==> src/common/flash_cmd_pkg.sv <==
// package: command codes, addresses and bus timing for the flash command sequencer
package flash_cmd_pkg;
  localparam int ADDR_W = 23;
  localparam logic [7:0] CMD_UNLOCK1 = 8'hAA;
  localparam logic [7:0] CMD_UNLOCK2 = 8'h55;
  localparam logic [7:0] CMD_PGM_SUSPEND = 8'h51;
  localparam logic [7:0] CMD_PGM_RESUME = 8'h50;
  localparam logic [7:0] CMD_EVAL_ERASE = 8'h35;
  localparam logic [7:0] CMD_SECURE_ENTRY = 8'h88;
  localparam logic [7:0] CMD_PROGRAM = 8'hA0;
  localparam logic [7:0] CMD_BUF_LOAD = 8'h25;
  localparam logic [7:0] CMD_BUF_COMMIT = 8'h29;
  localparam logic [7:0] CMD_RESET = 8'hF0;
  localparam logic [7:0] CMD_EXIT_ALT = 8'hFF;
  localparam logic [7:0] CMD_SECURE_EXIT = 8'h90;
  localparam logic [7:0] CMD_ZERO = 8'h00;
  localparam logic [7:0] CMD_QUERY = 8'h98;
  localparam logic [7:0] CMD_CONT_START = 8'h71;
  localparam logic [7:0] CMD_CONT_MARK = 8'h70;
  localparam logic [7:0] CMD_ECC_ENTRY = 8'h75;
  localparam logic [7:0] CMD_ERASE_RESUME = 8'h30;
  localparam logic [11:0] ADDR_AAA = 12'hAAA;
  localparam logic [11:0] ADDR_555 = 12'h555;
  localparam logic [11:0] ADDR_QUERY = 12'h0AA;
  localparam logic [ADDR_W-1:0] ADDR_CONT4 = 23'h5554AB;
  localparam logic [ADDR_W-1:0] ADDR_CONT5 = 23'h2AAB54;
  localparam int BUF_MAX_CYCLES = 261;
  localparam int CLK_NS = 50;
  localparam int T_STROBE_NS = 70;
  localparam int STROBE_CYC = (T_STROBE_NS + CLK_NS - 1) / CLK_NS;
  // operation codes on the host command port
  typedef enum logic [3:0] {
    OP_READ = 4'h0, OP_PGM_SUSPEND = 4'h1, OP_PGM_RESUME = 4'h2, OP_EVAL_ERASE = 4'h3,
    OP_SECURE_ENTRY = 4'h4, OP_PROGRAM = 4'h5, OP_BUF_WRITE = 4'h6, OP_BUF_ABORT = 4'h7,
    OP_SECURE_EXIT = 4'h8, OP_RESET = 4'h9, OP_QUERY = 4'hA, OP_QUERY_EXIT = 4'hB,
    OP_CONT_CHECK = 4'hC, OP_ECC_ENTRY = 4'hD, OP_ERASE_RESUME = 4'hE, OP_STATUS = 4'hF
  } op_t;
endpackage : flash_cmd_pkg

==> src/logic/flash_cmd_host.sv <==
// host sequencer that issues flash command sequences in byte mode
`timescale 1ns/1ps
//==========================================================================
// Summary of operation
// - program suspend is one write of 51, resume one write of 50.
// - buffer load opens with 25 at sector, commit is 29 at sector.
// - one F0 write returns device to read mode.
// - fourth identification cycle is a write of 00 at address 0; upper data byte ignored.
// - identification code is read in three separate read cycles.
// - 98 at AA enters query, F0 or FF leaves it.
// - buffered write length follows count, at most 261 cycles.
// - after aborted buffer write issue AAA/AA, 555/55, AAA/F0.
// - buffer load count given is locations minus one.
// - every buffer location lies in the first address's page.
module flash_cmd_host
  import flash_cmd_pkg::*;
#(
  parameter int BUF_DEPTH = 256
) (
  input wire logic clock,
  input wire logic rst,
  input wire logic req_valid,
  input wire logic [3:0] req_op,
  input wire logic [ADDR_W-1:0] req_addr,
  input wire logic [7:0] req_data,
  input wire logic [8:0] req_count,
  output logic req_ready,
  output logic wdata_req,
  input wire logic [ADDR_W-1:0] wdata_addr,
  input wire logic [7:0] wdata_byte,
  output logic resp_valid,
  output logic [7:0] resp_data,
  output logic [ADDR_W-1:0] flash_addr,
  output logic flash_ce_n,
  output logic flash_we_n,
  output logic flash_oe_n,
  output logic [7:0] flash_dq_out,
  output logic flash_dq_oe_n,
  input wire logic [7:0] flash_dq_in
);
  typedef enum logic [3:0] {
    S_IDLE = 4'b0001, S_ISSUE = 4'b0010, S_WAIT = 4'b0100, S_NEXT = 4'b1000
  } state_t;
  state_t state, next_state;
  op_t op, next_op;
  logic [8:0] step, next_step;
  logic [8:0] count, next_count;
  logic [ADDR_W-1:0] base, next_base;
  logic [7:0] data, next_data;
  logic [7:0] resp, next_resp;
  logic rvalid, next_rvalid;
  logic cyc_start, cyc_write, cyc_done, last;
  logic [ADDR_W-1:0] cyc_addr;
  logic [7:0] cyc_data, cyc_rdata;

  // low twelve address bits carry the code, upper bits zero (don't-care to device)
  function automatic logic [ADDR_W-1:0] low_addr(input logic [11:0] a);
    return {{(ADDR_W-12){1'b0}}, a};
  endfunction

  // sequence table: address, data, direction and last flag for each step
  always_comb begin
    cyc_addr = low_addr(ADDR_AAA);
    cyc_data = CMD_RESET;
    cyc_write = 1'b1;
    last = 1'b1;
    case (op)
      OP_READ: begin
        cyc_addr = base;
        cyc_write = 1'b0; // one read cycle per request, so an identity takes three
      end
      OP_STATUS: begin
        cyc_addr = base; // lane chosen by caller's bit 1
        cyc_write = 1'b0;
      end
      OP_PGM_SUSPEND: cyc_data = CMD_PGM_SUSPEND;
      OP_PGM_RESUME: cyc_data = CMD_PGM_RESUME;
      OP_ERASE_RESUME: cyc_data = CMD_ERASE_RESUME; // device ignores unless suspended
      OP_EVAL_ERASE: begin
        cyc_addr = {base[ADDR_W-1:12], ADDR_AAA};
        cyc_data = CMD_EVAL_ERASE;
      end
      OP_RESET: cyc_data = CMD_RESET;
      OP_QUERY: begin
        cyc_addr = low_addr(ADDR_QUERY);
        cyc_data = CMD_QUERY;
      end
      OP_QUERY_EXIT: cyc_data = CMD_EXIT_ALT;
      OP_SECURE_ENTRY, OP_ECC_ENTRY, OP_BUF_ABORT, OP_PROGRAM, OP_SECURE_EXIT: begin
        last = 1'b0;
        case (step)
          9'd0: cyc_data = CMD_UNLOCK1;
          9'd1: begin
            cyc_addr = low_addr(ADDR_555);
            cyc_data = CMD_UNLOCK2;
          end
          9'd2: begin
            last = (op != OP_PROGRAM && op != OP_SECURE_EXIT);
            cyc_data = (op == OP_SECURE_ENTRY) ? CMD_SECURE_ENTRY :
                       (op == OP_ECC_ENTRY) ? CMD_ECC_ENTRY :
                       (op == OP_BUF_ABORT) ? CMD_RESET :
                       (op == OP_PROGRAM) ? CMD_PROGRAM : CMD_SECURE_EXIT;
          end
          default: begin
            last = 1'b1;
            cyc_addr = (op == OP_PROGRAM) ? base : '0; // caller picks sector
            cyc_data = (op == OP_PROGRAM) ? data : CMD_ZERO;
          end
        endcase
      end
      OP_BUF_WRITE: begin
        last = 1'b0;
        cyc_addr = base;
        if (step == 9'd0) begin
          cyc_data = CMD_UNLOCK1;
          cyc_addr = low_addr(ADDR_AAA);
        end else if (step == 9'd1) begin
          cyc_data = CMD_UNLOCK2;
          cyc_addr = low_addr(ADDR_555);
        end else if (step == 9'd2) begin
          cyc_data = CMD_BUF_LOAD;
        end else if (step == 9'd3) begin
          cyc_data = count[7:0]; // caller gives locations minus one
        end else if (step <= count + 9'd4) begin
          cyc_addr = wdata_addr; // caller keeps within page
          cyc_data = wdata_byte;
        end else begin
          cyc_data = CMD_BUF_COMMIT;
          last = 1'b1;
        end
      end
      OP_CONT_CHECK: begin
        last = (step == 9'd6);
        case (step)
          9'd0: cyc_data = CMD_CONT_START;
          9'd1, 9'd5: cyc_data = CMD_CONT_MARK;
          9'd3: begin
            cyc_addr = ADDR_CONT4;
            cyc_data = CMD_EXIT_ALT;
          end
          9'd4: begin
            cyc_addr = ADDR_CONT5;
            cyc_data = CMD_ZERO;
          end
          default: cyc_write = 1'b0; // steps 2 and 6 read
        endcase
      end
      default: cyc_data = CMD_RESET;
    endcase
  end

  assign wdata_req = (state == S_ISSUE) && op == OP_BUF_WRITE && step >= 9'd4
                     && step <= count + 9'd4;

  // sequencer next-state
  always_comb begin
    next_state = state;
    next_op = op;
    next_step = step;
    next_count = count;
    next_base = base;
    next_data = data;
    next_resp = resp;
    next_rvalid = 1'b0;
    cyc_start = 1'b0;
    case (state)
      S_IDLE: begin
        if (req_valid) begin
          next_op = op_t'(req_op);
          next_base = req_addr;
          next_data = req_data;
          // cap keeps sequence at 261 cycles: 5 overhead plus 256 loads
          next_count = (req_count > 9'(BUF_DEPTH - 1)) ? 9'(BUF_DEPTH - 1) : req_count;
          next_step = 9'd0;
          next_state = S_ISSUE;
        end
      end
      S_ISSUE: begin
        cyc_start = 1'b1;
        next_state = S_WAIT;
      end
      S_WAIT: begin
        if (cyc_done) begin
          if (!cyc_write) begin
            next_resp = cyc_rdata; // only low byte exists
            next_rvalid = 1'b1;
          end
          next_state = last ? S_IDLE : S_NEXT;
        end
      end
      S_NEXT: begin
        next_step = step + 9'd1;
        next_state = S_ISSUE;
      end
      default: next_state = S_IDLE;
    endcase
  end

  always_ff @(posedge clock or posedge rst) begin
    if (rst) begin
      state <= S_IDLE;
      op <= OP_RESET;
      step <= 9'd0;
      count <= 9'd0;
      base <= '0;
      data <= 8'h00;
      resp <= 8'h00;
      rvalid <= 1'b0;
    end else begin
      state <= next_state;
      op <= next_op;
      step <= next_step;
      count <= next_count;
      base <= next_base;
      data <= next_data;
      resp <= next_resp;
      rvalid <= next_rvalid;
    end
  end

  assign req_ready = (state == S_IDLE);
  assign resp_valid = rvalid;
  assign resp_data = resp;

  flash_bus_cycle u_cycle (
    .clock(clock),
    .rst(rst),
    .start(cyc_start),
    .is_write(cyc_write),
    .addr(cyc_addr),
    .wdata(cyc_data),
    .done(cyc_done),
    .rdata(cyc_rdata),
    .flash_addr(flash_addr),
    .flash_ce_n(flash_ce_n),
    .flash_we_n(flash_we_n),
    .flash_oe_n(flash_oe_n),
    .flash_dq_out(flash_dq_out),
    .flash_dq_oe_n(flash_dq_oe_n),
    .flash_dq_in(flash_dq_in)
  );

  buf_length_a: assert property (@(posedge clock) disable iff (rst)
    op == OP_BUF_WRITE |-> step < 9'(BUF_MAX_CYCLES)) else $error("buffer sequence too long");
  suspend_code_a: assert property (@(posedge clock) disable iff (rst)
    cyc_start && op == OP_PGM_SUSPEND |-> cyc_write && cyc_data == 8'h51) else $error("bad suspend");
  commit_code_a: assert property (@(posedge clock) disable iff (rst)
    cyc_start && op == OP_BUF_WRITE && last |-> cyc_data == 8'h29 && cyc_addr == base)
    else $error("bad commit");
  abort_seq_a: assert property (@(posedge clock) disable iff (rst)
    cyc_start && op == OP_BUF_ABORT && step == 9'd2 |-> cyc_data == 8'hF0 && last)
    else $error("bad abort tail");
  query_code_a: assert property (@(posedge clock) disable iff (rst)
    cyc_start && op == OP_QUERY |-> cyc_addr == 23'h0000AA && cyc_data == 8'h98)
    else $error("bad query");
  cont_read_a: assert property (@(posedge clock) disable iff (rst)
    cyc_start && op == OP_CONT_CHECK && (step == 9'd2 || step == 9'd6) |-> !cyc_write)
    else $error("continuity read missing");
  read_direct_a: assert property (@(posedge clock) disable iff (rst)
    state == S_IDLE && req_valid && req_op == 4'h0 |-> ##1 state == S_ISSUE ##1 !cyc_write)
    else $error("read not direct");
  reset_code_a: assert property (@(posedge clock) disable iff (rst)
    cyc_start && op == OP_RESET |-> cyc_data == 8'hF0 && last) else $error("bad reset");
endmodule : flash_cmd_host

==> src/logic/flash_bus_cycle.sv <==
// single read or write cycle on the flash pins, strobes framed by a cycle counter
`timescale 1ns/1ps
module flash_bus_cycle
  import flash_cmd_pkg::*;
(
  input wire logic clock,
  input wire logic rst,
  input wire logic start,
  input wire logic is_write,
  input wire logic [ADDR_W-1:0] addr,
  input wire logic [7:0] wdata,
  output logic done,
  output logic [7:0] rdata,
  output logic [ADDR_W-1:0] flash_addr,
  output logic flash_ce_n,
  output logic flash_we_n,
  output logic flash_oe_n,
  output logic [7:0] flash_dq_out,
  output logic flash_dq_oe_n,
  input wire logic [7:0] flash_dq_in
);
  typedef enum logic [2:0] {
    B_IDLE = 3'b001, B_STROBE = 3'b010, B_DONE = 3'b100
  } bstate_t;
  bstate_t state, next_state;
  logic [3:0] cnt, next_cnt;
  logic wr, next_wr;
  logic [ADDR_W-1:0] next_flash_addr;
  logic [7:0] next_dq_out, next_rdata;
  logic [7:0] sync1, sync2, sync3;

  // read data passes three flops; accept when second and third agree
  always_ff @(posedge clock or posedge rst) begin
    if (rst) begin
      sync1 <= 8'h00;
      sync2 <= 8'h00;
      sync3 <= 8'h00;
    end else begin
      sync1 <= flash_dq_in;
      sync2 <= sync1;
      sync3 <= sync2;
    end
  end

  // next-state for the cycle sequencer
  always_comb begin
    next_state = state;
    next_cnt = cnt;
    next_wr = wr;
    next_flash_addr = flash_addr;
    next_dq_out = flash_dq_out;
    next_rdata = rdata;
    case (state)
      B_IDLE: begin
        if (start) begin
          next_state = B_STROBE;
          next_cnt = 4'(STROBE_CYC + 3);
          next_wr = is_write;
          next_flash_addr = addr;
          next_dq_out = wdata;
        end
      end
      B_STROBE: begin
        if (cnt == 4'h0) begin
          next_state = B_DONE;
        end else begin
          next_cnt = cnt - 4'h1;
        end
        if (!wr && sync2 == sync3) begin
          next_rdata = sync3;
        end
      end
      B_DONE: next_state = B_IDLE;
      default: next_state = B_IDLE;
    endcase
  end

  always_ff @(posedge clock or posedge rst) begin
    if (rst) begin
      state <= B_IDLE;
      cnt <= 4'h0;
      wr <= 1'b0;
      flash_addr <= '0;
      flash_dq_out <= 8'h00;
      rdata <= 8'h00;
    end else begin
      state <= next_state;
      cnt <= next_cnt;
      wr <= next_wr;
      flash_addr <= next_flash_addr;
      flash_dq_out <= next_dq_out;
      rdata <= next_rdata;
    end
  end

  // strobes: write ends one cycle before the frame so data holds past the rising edge
  assign flash_ce_n = (state != B_STROBE);
  assign flash_we_n = !(state == B_STROBE && wr && cnt != 4'h0);
  assign flash_oe_n = !(state == B_STROBE && !wr);
  assign flash_dq_oe_n = !(state == B_STROBE && wr);
  assign done = (state == B_DONE);

  strobe_excl_a: assert property (@(posedge clock) disable iff (rst)
    !(!flash_we_n && !flash_oe_n)) else $error("write and output enable both active");
  dq_drive_a: assert property (@(posedge clock) disable iff (rst)
    !flash_we_n |-> !flash_dq_oe_n) else $error("write strobe without data drive");
endmodule : flash_bus_cycle

==> config.mk <==
export PLATFORM = sky130hd
export DESIGN_NAME = flash_cmd_host
export DESIGN_NICKNAME = d
export VERILOG_FILES = /design/src/common/flash_cmd_pkg.sv /design/src/logic/flash_cmd_host.sv /design/src/logic/flash_bus_cycle.sv
export SDC_FILE = /design/constraint.sdc
export NUM_CORES = 1
export LEC_CHECK = 0
export ABC_AREA = 1
export BUFFER_PORTS_ARGS = -buffer_cell sky130_fd_sc_hd__buf_2
export CAP_MARGIN = 20
export CORE_MARGIN = 4
export CORE_UTILIZATION = 45
export CTS_CLUSTER_DIAMETER = 80
export DETAILED_ROUTE_END_ITERATION = 8
export PLACE_DENSITY = 0.79
export SLEW_MARGIN = 40
export SYNTH_ARGS = -nofsm -noshare
export SYNTH_HDL_FRONTEND = slang
export SYNTH_SLANG_ARGS = --single-unit
==> constraint.sdc <==
create_clock -name clock -period 4.65 [get_ports clock]
set_input_delay 0.93 -clock clock [delete_from_list [all_inputs] [get_ports clock]]
set_output_delay 0.93 -clock clock [all_outputs]
set_load 0.005 [all_outputs]
==> results.toml <==
[routing]
vias = 6614
first_pass_iters = 7
postRouteAntennaNets = 0
drt_wl_total_um = 19000
drc = 0
avgViaCountPerCell = 5.07
first_iter_violations = 541
wl_per_cell_um = 14.5

[place]
post-dp-hpwl_um = 14000
io_buffer_count = 131
globalplace.congestion = 0.951

[cts]
cts_tree = "built"
cts_resized = 0
cts_buffer_depth = 2
htree_levels = 4
ctsHoldBuffers = 0
post_cts_buffers = 0
root_buffer = "clkbuf_16"
worstSkewPairLatency_ns = 0.43
clkSinkCount = 137
numCtsBuffers = 17
clkSlewWorstSetupHoldPaths_ns = 0.07

[critical_path]
critical_path_required_ns = 3.72
worstSetupStartpointType = "flop"
critPathCaptureType = "output pin"
r2r_cells = 15
worstSetupPathType = "flop to output pin"
worstPathArrival_ns = 3.04
cp_max_fo = 13

[logic_synthesis]
synth_top_area_share_pct = 45.6
synth.area.top_cells = "dfrtp_1, nand2_1, o21ai_0, inv_1, nor2_1"
synth_area_mm2 = 0.00730
synth_cells = 951
async_reset_ff_share_pct = 100
synth.distinct_cells = 43
synthMostInstantiatedCell = "nand2_1"
synth_area_per_cell_um2 = 7.68
synth_fp_nets = 1052
ys_ff_latch = 137
seq_area_frac_synth_pct = 47.0
ys.warnings.count = 0
synth_top_cells_by_count = "nand2_1, dfrtp_1, inv_1"
synth_area_leader_cell = "dfrtp_1"
synth_edf_count = 0
synth_top_flop_cell = "dfrtp_1"

[timing]
hold_viol_final = 0
tns_ns = 0
setup_viol = 0
tightest_slew_ns = 0.698
finalMaxSlewViolations = 0
timing.fmax_mhz = 252
min_period_ns = 3.97
fin_worst_skew_ns = 0.0131
period_share_pct = 85.3
rsz0062_at_grt = "no"
holdWs_ns = 0.346
relSlewSlack_pct = 53.5

[finish]
nets = 1177
drive_gt1_share_pct = 20.1
multi_input_area_mm2 = 0.00323
syn2layout_area_growth_pct = 19.9
nFillCells = 1489
ff_latch_area_mm2 = 0.00343
antennaDiodeCount = 0

[job]
maxCapViolCount = 0

[die]
start_util_pct = 46.0
rows = 46
core_area_mm2 = 0.0159
pin_count = 132
die_area_mm2 = 0.0183
die_w_um = 135
die_height_um = 135

[power]
p_per_area_mw_per_mm2 = 561
p_seq_share_pct = 35.5
p_sw_mw = 2.06
irDropWorstVdd_mv = 0.311
sw_frac_of_total_pct = 41.9
cellLeakagePower_nw = 4.53
comb_power_share_pct = 36.7
clock_power_share_pct = 27.8
intPower_mw = 2.85

[global_routing]
grt_pass1_wl_um = 30500
grt_max_degree = 83
antenna_found_initial = 0
track_usage_pct = 21.1
grt_pass1_vias = 6183
gr-total-overflow = 0

[run_status]
status = "completed"

[hold_path]
hold_class = "flop to flop"
holdPathStages = 0
-- registers in the layout, summed over array words and instances (netlist names) --
name,count
resp_data,8
base,23
u_cycle.sync2,8
resp_valid,1
data,8
u_cycle.wr,1
u_cycle.sync3,8
u_cycle.rdata,8
count,9
state,4
u_cycle.cnt,4
step,9
u_cycle.flash_addr,23
u_cycle.sync1,8
u_cycle.flash_dq_out,8
op,4
u_cycle.state,3
-- per-stage QoR --
step	area [µm²]	setup slack [ns]	power (mW)	instances	utilization (%)
global route	8760	0.401	5.26	1305	55.1
floorplan	7300	0.0588	2.99	951	-
finish	8760	0.682	4.91	1305	55.1
CTS	8750	0.700	4.93	1305	55.1
detailed placement	8120	1.16	3.55	1273	51.1
global placement	8120	1.26	3.51	1273	51.1
-- routing by layer --
layer	up-vias	GRT usage [%]	routed length, µm
met4	0	7.28	356
met1	3047	27.8	8170
li1	3295	-	-
met5	-	0	0
met2	238	33.8	9060
met3	34	5.87	1400
-- placed cells by master, fill, tap and decap left out, types with 4 or more instances in the layout --
master     instances
o21ai_1           19
nand2_2            7
nand2_1          269
nor4_1             4
inv_1            111
dfstp_2            4
clkbuf_16         17
a21oi_1           41
inv_2             14
nor2_2             8
dfrtp_1          133
inv_8              4
nor3_1             7
nand3_1           41
nand4_1           17
buf_2            131
o211ai_1           7
ha_1              15
nor2_1            77
buf_4              4
o21ai_0           95
clkinv_8           8
xor2_1            14
-- path summary, 6_finish.rpt --
kind	from	to	slack, ns
setup / recovery	count[2]$_DFFE_PP0P_	wdata_req	0.68
hold / removal	u_cycle.sync1[4]$_DFF_PP0_	u_cycle.sync2[4]$_DFF_PP0_	0.35
setup reg to reg	count[2]$_DFFE_PP0P_	u_cycle.flash_addr[19]$_DFFE_PP0P_	1.43
hold reg to reg	u_cycle.sync1[4]$_DFF_PP0_	u_cycle.sync2[4]$_DFF_PP0_	0.35
max in group asynchronous	rst	op[0]$_DFFE_PP1P_	3.12
min in group asynchronous	rst	u_cycle.sync1[6]$_DFF_PP0_	0.61
-- critical path: stages (launching register included) --
cell     delay, ns
dfrtp_1       0.42
ha_1          0.21
nand3_1       0.13
nor3_1        0.19
xnor2_1       0.10
ha_1          0.29
nand2_1       0.07
nor2_1        0.20
nand4_1       0.11
nand2_1       0.35
inv_1         0.11
nor4_1        0.27
buf_2         0.18
-- power groups by stage --
stage	registers [mW]	clock network, mW	logic [mW]
2_1_floorplan	1.72	0	1.28
3_3_place_gp	1.75	0	1.76
3_5_place_dp	1.76	0	1.79
4_1_cts	1.74	1.39	1.80
5_1_grt	1.78	1.44	2.05
6_report	1.74	1.36	1.80
-- layout make-up --
cell class	instances	share of cell area (%)
tap	216	3.09
sequential	137	39.2
multi-input combinational	654	36.9
timing repair buffer	136	8.06
clock buffer	17	4.86
clock inverter	15	2.30
inverter	130	5.63
-- logic make-up (layout without fill, tap and decap cells) --
logic type | count (synthesis) | in the layout | synth area share, %
multiplexers | 1 | 1 | 0.137
buffers and inverters | 160 | 298 | 8.93
AO/OA/AOI/OAI | 178 | 178 | 13.1
XOR/XNOR | 16 | 16 | 1.92
AND/OR/NAND/NOR | 444 | 444 | 26.3
adder cells (fa/ha/maj) | 15 | 15 | 2.57
flip-flops | 137 | 137 | 47.0
Power figures use the tool's default switching activity.
